==> config.mk <==
export PLATFORM = sky130hd
export DESIGN_NAME = wit_watchdog_interval_timer
export DESIGN_NICKNAME = d
export VERILOG_FILES = /design/src/wit_pkg.sv /design/src/wit_watchdog_interval_timer.sv
export SDC_FILE = /design/constraint.sdc
export NUM_CORES = 1
export LEC_CHECK = 0
export ABC_AREA = 0
export ABC_CLOCK_PERIOD_IN_PS = 2200
export BUFFER_PORTS_ARGS = -buffer_cell sky130_fd_sc_hd__buf_2
export CORE_MARGIN = 2
export CORE_UTILIZATION = 35
export CTS_CLUSTER_SIZE = 28
export DETAILED_ROUTE_END_ITERATION = 10
export HOLD_SLACK_MARGIN = 0.15
export PLACE_DENSITY = 0.56
export SLEW_MARGIN = 10
export SYNTH_ARGS = -nofsm -noshare
export SYNTH_HDL_FRONTEND = slang
export SYNTH_SLANG_ARGS = --single-unit
export TNS_END_PERCENT = 1
==> constraint.sdc <==
create_clock -name clk_i -period 2.2 [get_ports clk_i]
set_clock_uncertainty 0.2 [all_clocks]
set_input_delay 0.44 -clock clk_i [delete_from_list [all_inputs] [get_ports clk_i]]
set_output_delay 0.44 -clock clk_i [all_outputs]
set_load 0.05 [all_outputs]
==> src/wit_pkg.sv <==
`default_nettype none

// ============================================================
// Shared constants and types of the watchdog / interval timer
package wit_pkg;

    // ============================================================
    // Register addresses (lower 16 bits of the bus address)
    localparam logic [15:0] WIT_ADDR_CNT_CTL_WR = 16'hFFBC; // Shared counter / control write
    localparam logic [15:0] WIT_ADDR_CTL_RD = 16'hFFBC; // timer_control_status read
    localparam logic [15:0] WIT_ADDR_CNT_RD = 16'hFFBD; // timer_count read
    localparam logic [15:0] WIT_ADDR_RST_WR = 16'hFFBE; // reset_control_status write
    localparam logic [15:0] WIT_ADDR_RST_RD = 16'hFFBF; // reset_control_status read

    // ============================================================
    // Password upper bytes
    localparam logic [7:0] WIT_KEY_COUNT = 8'h5A; // Load timer_count / reset bits
    localparam logic [7:0] WIT_KEY_CTRL = 8'hA5; // Load control / clear watchdog flag
    localparam logic [7:0] WIT_CLR_DATA = 8'h00; // Low byte of a flag clear

    // ============================================================
    // Reset values
    localparam logic [7:0] WIT_CNT_RESET = 8'h00; // timer_count
    localparam logic [7:0] WIT_CTL_RESET = 8'h18; // timer_control_status
    localparam logic [7:0] WIT_RST_RESET = 8'h1F; // reset_control_status

    // ============================================================
    // Field positions
    localparam int WIT_CTL_OVF_BIT = 7; // interval_overflow_flag
    localparam int WIT_CTL_MODE_BIT = 6; // watchdog_or_interval_select
    localparam int WIT_CTL_RUN_BIT = 5; // timer_run_enable
    localparam int WIT_CTL_CKS_LSB = 0; // count_clock_select low bit
    localparam int WIT_CKS_W = 3; // count_clock_select width
    localparam int WIT_RST_WATCHDOG_OVERFLOW_FLAG_BIT = 7; // watchdog_overflow_flag
    localparam int WIT_RST_ENA_BIT = 6; // reset_on_overflow_enable
    localparam int WIT_RST_SEL_BIT = 5; // reset_type_select
    localparam logic [7:0] WIT_CTL_RSV_ONES = 8'h18; // Reserved bits read 1
    localparam logic [7:0] WIT_RST_RSV_ONES = 8'h1F; // Reserved bits read 1

    // ============================================================
    // Timing in states (one state is one clock)
    localparam int WIT_OUT_STATES_RST = 132; // Overflow output low, reset on
    localparam int WIT_OUT_STATES_NORST = 130; // Overflow output low, reset off
    localparam int WIT_CHIP_RST_STATES = 518; // Internal chip reset length
    localparam int WIT_PRESC_W = 17; // Prescaler width, up to divide by 131072

    // ============================================================
    // Internal bus request
    typedef struct packed {
        logic wr; // Write strobe, one cycle
        logic rd; // Read strobe, one cycle
        logic word; // 1 for a 16-bit transfer
        logic [15:0] addr; // Lower 16 bits of address
        logic [15:0] wdata; // Write data, upper byte is the key
    } wit_bus_req_t;

    // Overflow output sequencer states
    typedef enum logic [1:0] {
        WIT_ST_RUN = 2'b01,
        WIT_ST_ALARM = 2'b10
    } wit_state_t;

endpackage

`default_nettype wire

==> src/wit_watchdog_interval_timer.sv <==
`timescale 1ns/1ps
`default_nettype none

// How it works
// - Reset-control loads 1F only on external reset
// - Watchdog flag set on FF to 00, watchdog mode
// - Watchdog flag clears by read-one then write-zero
// - Reset enable bit raises chip reset on overflow
// - Reset select: 0 power-on, 1 manual reset
// - Reset-control low five bits read as one
// - Only word writes reach the three registers
// - Key 5A loads counter, A5 loads control
// - A5 00 to FFBE clears watchdog flag only
// - Key 5A copies reset enable and select bits
// - Reads at FFBC, FFBD and FFBF
// - Overflow output low 132 or 130 states
// - Chip reset held 518 states with output
// - External reset wins and clears watchdog flag
// - Interval mode overflow raises interrupt request
// - Interval flag and request rise together
// - Watchdog flag rises as output falls
// - Counter write beats a coincident increment
// - Run enable low zeroes counter each cycle without a counter write
// - Clock select picks one of eight prescales
// - Writes and flag reads ignored while output low
// - Watchdog overflow, even without reset, clears counter and control
module wit_watchdog_interval_timer
    import wit_pkg::*;
#(
    parameter int OUT_STATES_RST = WIT_OUT_STATES_RST, // Output low length, reset on
    parameter int OUT_STATES_NORST = WIT_OUT_STATES_NORST, // Output low length, reset off
    parameter int CHIP_RST_STATES = WIT_CHIP_RST_STATES // Chip reset length
) (
    // Clock, reset and freeze
    input wire logic clk_i,
    input wire logic resetn_i, // External reset pin, active low
    input wire logic ce_i, // Clock enable, freezes all state when low
    // Internal bus
    input wire wit_bus_req_t bus_i,
    output logic [7:0] bus_rdata_o, // Read data, valid the cycle after rd
    // Watchdog outputs
    output logic overflow_out_n_o, // Active-low overflow output
    output logic chip_reset_o, // Internal chip reset request
    output logic chip_reset_manual_o, // 1 manual reset, 0 power-on reset
    // Interval timer
    output logic interval_timer_irq_o // Interrupt request
);

    // ============================================================
    // Helpers

    // Prescaler mask for each clock-select code
    function automatic logic [WIT_PRESC_W-1:0] div_mask(input logic [WIT_CKS_W-1:0] sel);
        logic [WIT_PRESC_W-1:0] m;
        m = '0;
        case (sel)
            3'h0: m = 17'h00001; // Divide by 2
            3'h1: m = 17'h0003F; // Divide by 64
            3'h2: m = 17'h0007F; // Divide by 128
            3'h3: m = 17'h001FF; // Divide by 512
            3'h4: m = 17'h007FF; // Divide by 2048
            3'h5: m = 17'h01FFF; // Divide by 8192
            3'h6: m = 17'h07FFF; // Divide by 32768
            default: m = 17'h1FFFF; // Divide by 131072
        endcase
        return m;
    endfunction

    // Decode of a keyed word write
    function automatic logic key_hit(input wit_bus_req_t b, input logic [15:0] a,
                                     input logic [7:0] key);
        return b.addr == a && b.wdata[15:8] == key;
    endfunction

    // ============================================================
    // State
    logic [7:0] timer_count_r; // timer_count
    logic ovf_r; // interval_overflow_flag
    logic mode_r; // watchdog_or_interval_select, 1 watchdog
    logic run_r; // timer_run_enable
    logic [WIT_CKS_W-1:0] cks_r; // count_clock_select
    logic watchdog_overflow_flag_r; // watchdog_overflow_flag
    logic reset_on_overflow_enable_r; // reset_on_overflow_enable
    logic reset_type_select_r; // reset_type_select
    logic ovf_arm_r; // Flag seen as 1 by a read
    logic watchdog_overflow_flag_arm_r; // Flag seen as 1 by a read
    logic [WIT_PRESC_W-1:0] presc_r; // Prescaler
    wit_state_t state_r; // Output sequencer
    logic [7:0] out_cnt_r; // Remaining low states minus one
    logic [9:0] rst_cnt_r; // Remaining chip reset states minus one
    logic chip_rst_r; // Chip reset request
    logic rst_manual_r; // Latched reset type
    logic [7:0] rdata_r; // Read data

    // ============================================================
    // Bus decode
    logic alarm; // Overflow output low
    logic wr_ok; // Word write allowed
    logic cnt_wr; // Counter load
    logic ctl_wr; // Control load
    logic rst_bits_wr; // Reset bits load
    logic watchdog_overflow_flag_clr_wr; // Watchdog flag clear write
    logic rd_ok; // Read counts toward flag clearing
    logic tick; // Count pulse
    logic overflow; // Counter rolls FF to 00
    logic wd_ovfl; // Overflow in watchdog mode
    logic iv_ovfl; // Overflow in interval mode

    assign alarm = state_r == WIT_ST_ALARM;
    assign wr_ok = ce_i && bus_i.wr && bus_i.word && !alarm;
    assign cnt_wr = wr_ok && key_hit(bus_i, WIT_ADDR_CNT_CTL_WR, WIT_KEY_COUNT);
    assign ctl_wr = wr_ok && key_hit(bus_i, WIT_ADDR_CNT_CTL_WR, WIT_KEY_CTRL);
    assign rst_bits_wr = wr_ok && key_hit(bus_i, WIT_ADDR_RST_WR, WIT_KEY_COUNT);
    assign watchdog_overflow_flag_clr_wr = wr_ok && key_hit(bus_i, WIT_ADDR_RST_WR, WIT_KEY_CTRL)
        && bus_i.wdata[7:0] == WIT_CLR_DATA;
    assign rd_ok = ce_i && bus_i.rd && !alarm;

    // ============================================================
    // Count path
    assign tick = run_r && ((presc_r & div_mask(cks_r)) == div_mask(cks_r));
    // A write in the same cycle discards the increment
    assign overflow = ce_i && tick && !cnt_wr && timer_count_r == 8'hFF;
    assign wd_ovfl = overflow && mode_r;
    assign iv_ovfl = overflow && !mode_r;

    // Prescaler runs only while the timer runs
    always_ff @(posedge clk_i or negedge resetn_i) begin
        if (!resetn_i) begin
            presc_r <= '0;
        end else if (ce_i) begin
            if (!run_r || wd_ovfl) begin
                presc_r <= '0;
            end else begin
                presc_r <= presc_r + 17'h00001;
            end
        end
    end

    // Counter
    always_ff @(posedge clk_i or negedge resetn_i) begin
        if (!resetn_i) begin
            timer_count_r <= WIT_CNT_RESET;
        end else if (ce_i) begin
            if (wd_ovfl) begin
                timer_count_r <= WIT_CNT_RESET;
            end else if (cnt_wr) begin
                timer_count_r <= bus_i.wdata[7:0];
            end else if (!run_r) begin
                timer_count_r <= WIT_CNT_RESET;
            end else if (tick) begin
                timer_count_r <= timer_count_r + 8'h01;
            end
        end
    end

    // ============================================================
    // Control register
    always_ff @(posedge clk_i or negedge resetn_i) begin
        if (!resetn_i) begin
            mode_r <= WIT_CTL_RESET[WIT_CTL_MODE_BIT];
            run_r <= WIT_CTL_RESET[WIT_CTL_RUN_BIT];
            cks_r <= WIT_CTL_RESET[WIT_CTL_CKS_LSB +: WIT_CKS_W];
        end else if (ce_i) begin
            if (wd_ovfl) begin
                // Watchdog overflow returns control to its reset value
                mode_r <= WIT_CTL_RESET[WIT_CTL_MODE_BIT];
                run_r <= WIT_CTL_RESET[WIT_CTL_RUN_BIT];
                cks_r <= WIT_CTL_RESET[WIT_CTL_CKS_LSB +: WIT_CKS_W];
            end else if (ctl_wr) begin
                mode_r <= bus_i.wdata[WIT_CTL_MODE_BIT];
                run_r <= bus_i.wdata[WIT_CTL_RUN_BIT];
                cks_r <= bus_i.wdata[WIT_CTL_CKS_LSB +: WIT_CKS_W];
            end
        end
    end

    // Interval flag, set wins over clear
    always_ff @(posedge clk_i or negedge resetn_i) begin
        if (!resetn_i) begin
            ovf_r <= 1'b0;
            ovf_arm_r <= 1'b0;
        end else if (ce_i) begin
            if (iv_ovfl) begin
                ovf_r <= 1'b1;
            end else if (wd_ovfl) begin
                ovf_r <= 1'b0;
                ovf_arm_r <= 1'b0;
            end else if (ctl_wr && ovf_arm_r && !bus_i.wdata[WIT_CTL_OVF_BIT]) begin
                ovf_r <= 1'b0;
                ovf_arm_r <= 1'b0;
            end else if (rd_ok && bus_i.addr == WIT_ADDR_CTL_RD && ovf_r) begin
                ovf_arm_r <= 1'b1;
            end
        end
    end

    // ============================================================
    // Reset-control register, kept across the internal reset
    always_ff @(posedge clk_i or negedge resetn_i) begin
        if (!resetn_i) begin
            // External reset wins and clears the flag
            watchdog_overflow_flag_r <= WIT_RST_RESET[WIT_RST_WATCHDOG_OVERFLOW_FLAG_BIT];
            reset_on_overflow_enable_r <= WIT_RST_RESET[WIT_RST_ENA_BIT];
            reset_type_select_r <= WIT_RST_RESET[WIT_RST_SEL_BIT];
            watchdog_overflow_flag_arm_r <= 1'b0;
        end else if (ce_i) begin
            if (rst_bits_wr) begin
                reset_on_overflow_enable_r <= bus_i.wdata[WIT_RST_ENA_BIT];
                reset_type_select_r <= bus_i.wdata[WIT_RST_SEL_BIT];
            end
            if (wd_ovfl) begin
                watchdog_overflow_flag_r <= 1'b1;
            end else if (watchdog_overflow_flag_clr_wr && watchdog_overflow_flag_arm_r) begin
                watchdog_overflow_flag_r <= 1'b0;
                watchdog_overflow_flag_arm_r <= 1'b0;
            end else if (rd_ok && watchdog_overflow_flag_r
                    && (bus_i.addr == WIT_ADDR_CTL_RD || bus_i.addr == WIT_ADDR_RST_RD)) begin
                watchdog_overflow_flag_arm_r <= 1'b1;
            end
        end
    end

    // ============================================================
    // Overflow output sequencer
    always_ff @(posedge clk_i or negedge resetn_i) begin
        if (!resetn_i) begin
            state_r <= WIT_ST_RUN;
            out_cnt_r <= 8'h00;
        end else if (ce_i) begin
            case (state_r)
                WIT_ST_RUN: begin
                    if (wd_ovfl) begin
                        state_r <= WIT_ST_ALARM;
                        // Length depends on reset enable
                        out_cnt_r <= reset_on_overflow_enable_r ? 8'(OUT_STATES_RST - 1)
                                            : 8'(OUT_STATES_NORST - 1);
                    end
                end
                WIT_ST_ALARM: begin
                    if (out_cnt_r == 8'h00) begin
                        state_r <= WIT_ST_RUN;
                    end else begin
                        out_cnt_r <= out_cnt_r - 8'h01;
                    end
                end
                default: begin
                    state_r <= WIT_ST_RUN;
                end
            endcase
        end
    end

    // Internal chip reset request
    always_ff @(posedge clk_i or negedge resetn_i) begin
        if (!resetn_i) begin
            chip_rst_r <= 1'b0;
            rst_manual_r <= 1'b0;
            rst_cnt_r <= 10'h000;
        end else if (ce_i) begin
            if (wd_ovfl && reset_on_overflow_enable_r) begin
                chip_rst_r <= 1'b1;
                rst_manual_r <= reset_type_select_r;
                rst_cnt_r <= 10'(CHIP_RST_STATES - 1);
            end else if (chip_rst_r) begin
                if (rst_cnt_r == 10'h000) begin
                    chip_rst_r <= 1'b0;
                end else begin
                    rst_cnt_r <= rst_cnt_r - 10'h001;
                end
            end
        end
    end

    // ============================================================
    // Read data
    always_ff @(posedge clk_i or negedge resetn_i) begin
        if (!resetn_i) begin
            rdata_r <= 8'h00;
        end else if (ce_i && bus_i.rd) begin
            case (bus_i.addr)
                WIT_ADDR_CTL_RD: rdata_r <= {ovf_r, mode_r, run_r, 2'b00, cks_r}
                    | WIT_CTL_RSV_ONES;
                WIT_ADDR_CNT_RD: rdata_r <= timer_count_r;
                WIT_ADDR_RST_RD: rdata_r <= {watchdog_overflow_flag_r, reset_on_overflow_enable_r, reset_type_select_r, 5'h00}
                    | WIT_RST_RSV_ONES;
                default: rdata_r <= 8'h00;
            endcase
        end
    end

    assign bus_rdata_o = rdata_r;
    assign overflow_out_n_o = !alarm;
    assign chip_reset_o = chip_rst_r;
    assign chip_reset_manual_o = rst_manual_r;
    assign interval_timer_irq_o = ovf_r;
endmodule // wit_watchdog_interval_timer

`default_nettype wire

==> impl_metrics.ini <==
[cells_and_area]
final_cells = 691
final_core_util = 0.4623
final_design_area_no_fill_mm2 = 0.004946
ratio_of_cells_with_drive_above_1_in_the_final_layout = 0.2849
area_growth_pct = 30.03
antenna_fix_cells = 0
layout_nets = 589

[synth]
synth_cell_type_count = 56
syn-num-nets = 476
synth.ff_latch_count = 66
yosys_warnings = 0
synthSimpleGateAreaFrac = 0.2645
ys_dominant_reg_cell = sky130_fd_sc_hd__dfrtp_1
synthArstFlopShare = 1.000
syn_avg_cell_area_um2 = 8.784
multiplexer_share_of_the_synthesized_area = 0.03257
synth_fa_ha_area_frac = 0.01645
synth_top_area_frac = 0.4276
synth-compound-area-share = 0.1658
synth.top_cells.by_count = sky130_fd_sc_hd__dfrtp_1 (65), sky130_fd_sc_hd__nand2_1 (59), sky130_fd_sc_hd__nor2_1 (45), sky130_fd_sc_hd__a21oi_1 (26), sky130_fd_sc_hd__nand3_1 (24)
yosysTopAreaCell = sky130_fd_sc_hd__dfrtp_1
combinational_family_with_the_most_area_after_synthesis = simple AND/OR/NAND/NOR gates
post_synth_instance_area_mm2 = 0.003804
ys_top_cells_by_area = sky130_fd_sc_hd__dfrtp_1 (43%), sky130_fd_sc_hd__nand2_1 (5.8%), sky130_fd_sc_hd__nor2_1 (4.4%)
seq_area_frac_synth = 0.4345
synth_cells = 433
synth_xor_xnor_area_share = 0.05296
synth-edff-count = 0
yosys.cell_count.top_type = sky130_fd_sc_hd__dfrtp_1

[sta]
max_freq_mhz = 462.0
max_slew.worst_pin.slew_ns = 0.5421
relSlewSlack = 0.6386
finalCriticalPeriod_ns = 2.164
final-max-slew-violation-count = 0
finalHoldViolCount = 0
fin_worst_hold_slack_ns = 0.1712
timing.final.crit_share = 0.9838
timing.final.setup_violations = 0
rsz0062_at_grt = yes

[grt]
grt.overflow.total = 0
gr-usage-all-layers = 0.1982
maximum_number_of_pins_on_one_net_before_global_route_repair = 67
grt_antenna_before_repair = 0
grt_pass1_wl_mm = 17.94
grt_pass1_vias = 3651

[routing]
vias = 3647
avgViaCountPerCell = 5.278
drc_errors = 0
detail_route.iter0.violations = 217
detail_route.wl_per_cell_um = 15.58
post_route_antenna_net_violation_count = 0
drt_pre_antenna_iters = 4
wirelength_mm = 10.77

[placement]
numPortBuffers = 49
dpl_cell_area_mm2 = 0.004690
gp_congestion = 0.8374
placedCellCount = 673
place_hpwl_mm = 8.031

[power]
final_total_pwr_uw = 2292
comb_power_share = 0.066
net-switching-power_uw = 583.5
vdd_drop_max_v = 0.0002252
intPower_uw = 1708
netSwitchingFraction = 0.2546
power.density_mw_per_mm2 = 463.4
clkPwrFrac = 0.403
power.sequential.fraction = 0.531
p_leak_uw = 0.002271

[die]
core_area_mm2 = 0.01070
placement_rows = 38
die_width_um = 108.2
io_pins = 50
chipHeight_um = 108.2
die_area_mm2 = 0.01172
initial_utilization = 0.3556

[outcome]
run_status = completed

[clocking]
h_tree_depth = 3
clkLatencyLatePin_ns = 0.35
cts.sink_count = 66
ctsRootBufferMaster = sky130_fd_sc_hd__clkbuf_8
ctsLongestPathBuffers = 2
cts_tree = yes
clk_pin_slew_ns = 0.08
cts-buffers-inserted = 9

[min_path]
hold_path.class = input port to register

[worst_setup_path]
critical_path.startpoint_type = input port
timing.critical_path.to_type = register
worst_ep_required_time_ns = 2.29
cp.arrival_ns = 2.26
timing.critical_path.fanout_max = 6
critPathKind = input port to register

[run]
maxCapViolCount = 0
[stage by stage]
stage	setup TNS [ns]	setup slack, ns
floorplan	-7.001	-0.3993
global placement	-13.37	-0.3957
detailed placement	-15.76	-0.4613
CTS	0	0.02642
global route	-0.7786	-0.06774
finish	0	0.03556
[flip-flops by register name, summed over array words and instances (netlist names)]
register                      cells
watchdog_overflow_flag_arm_r      1
run_r                             1
watchdog_overflow_flag_r          1
timer_count_r                     8
interval_timer_irq_o              1
chip_reset_manual_o               1
rst_cnt_r                        10
chip_reset_o                      1
mode_r                            1
state_r                           2
reset_on_overflow_enable_r        1
bus_rdata_o                       8
ovf_arm_r                         1
out_cnt_r                         8
presc_r                          17
reset_type_select_r               1
cks_r                             3
[area by class of cell]
type                       count  area (um2)
clock buffer                  11       141.4
fill                        1084        5752
inverter                      13       48.80
sequential                    66        1653
tap                          140       175.2
clock inverter                 5       30.03
multi-input combinational    336        2086
timing repair buffer         120       812.0
[worst paths after layout]
path                                start                   end  slack, ns  depth (start not counted)
max reg2reg                    state_r[1]      timer_count_r[3]       0.06                          6
min                              bus_i[2]      timer_count_r[2]       0.17                          3
max in group asynchronous        resetn_i            state_r[0]       1.00                          3
max                             bus_i[17]      timer_count_r[3]       0.04                          9
min reg2reg                bus_rdata_o[5]        bus_rdata_o[5]       0.29                          2
min in group asynchronous        resetn_i  interval_timer_irq_o       0.42                          3
[timing repair]
item                       4_1_cts  5_1_grt
hold buffers                     2        0
hold endpoints to repair        66        0
setup buffers                    0        0
setup endpoints to repair       21       45
pin swaps                        1        2
resized for setup                6       11
gates cloned                     0        0
[routing by layer]
metal  wire, um  part of all wire  up-vias  GRT usage
met4        167             0.016        0    0.08425
met1       5012              0.47     1756     0.2556
met2       5183              0.48       95     0.3347
met3        405             0.038       11    0.02532
li1           -                 -     1785          -
met5          0                 0        -          0
[critical path, stage by stage]
cell	delay (ns)
sky130_fd_sc_hd__buf_2	0.10
sky130_fd_sc_hd__or4b_1	0.53
sky130_fd_sc_hd__nor4_2	0.15
sky130_fd_sc_hd__buf_4	0.15
sky130_fd_sc_hd__nand3_2	0.09
sky130_fd_sc_hd__and4b_2	0.29
sky130_fd_sc_hd__buf_4	0.18
sky130_fd_sc_hd__a211oi_1	0.19
sky130_fd_sc_hd__a21o_1	0.12
[placed cells by master, fill, tap and decap left out, types with 3 or more instances in the layout]
cell and instances:
sky130_fd_sc_hd__nor3_1 13, sky130_fd_sc_hd__nand2b_1 10, sky130_fd_sc_hd__a22o_1 3, sky130_fd_sc_hd__a31oi_1 8
sky130_fd_sc_hd__and2_1 4, sky130_fd_sc_hd__mux2_2 3, sky130_fd_sc_hd__xnor2_1 17, sky130_fd_sc_hd__nor2b_1 4
sky130_fd_sc_hd__inv_1 11, sky130_fd_sc_hd__nand3_1 23, sky130_fd_sc_hd__a21o_1 5, sky130_fd_sc_hd__a32o_1 4
sky130_fd_sc_hd__clkinv_2 3, sky130_fd_sc_hd__xor2_1 6, sky130_fd_sc_hd__nand4_1 10, sky130_fd_sc_hd__buf_2 49
sky130_fd_sc_hd__dfrtp_1 65, sky130_fd_sc_hd__o21ai_0 19, sky130_fd_sc_hd__a41oi_1 3, sky130_fd_sc_hd__a21oi_1 25
sky130_fd_sc_hd__a22oi_1 3, sky130_fd_sc_hd__nor4bb_1 4, sky130_fd_sc_hd__buf_4 66, sky130_fd_sc_hd__mux2i_1 9
sky130_fd_sc_hd__nor4_1 3, sky130_fd_sc_hd__o31ai_1 7, sky130_fd_sc_hd__and3_1 4, sky130_fd_sc_hd__ha_1 5
sky130_fd_sc_hd__nand2_1 59, sky130_fd_sc_hd__clkbuf_8 10, sky130_fd_sc_hd__nor2_1 43
[logic make-up after synthesis]
kind of cell,count (synthesis)
buf+inv,31
compound gates,97
mux,12
flops,66
fa+ha+maj,5
xor+xnor,23
simple gates,199
[power groups by stage]
stage               clock (uW)  sequential [uW]  combinational, uW
detailed placement           0             1240                147
CTS                        958             1220                151
finish                     924             1220                151
floorplan                    0             1240               49.1
global placement             0             1240                147
global route              1000             1220                167
Note: power is estimated with default switching activity, not from simulation.
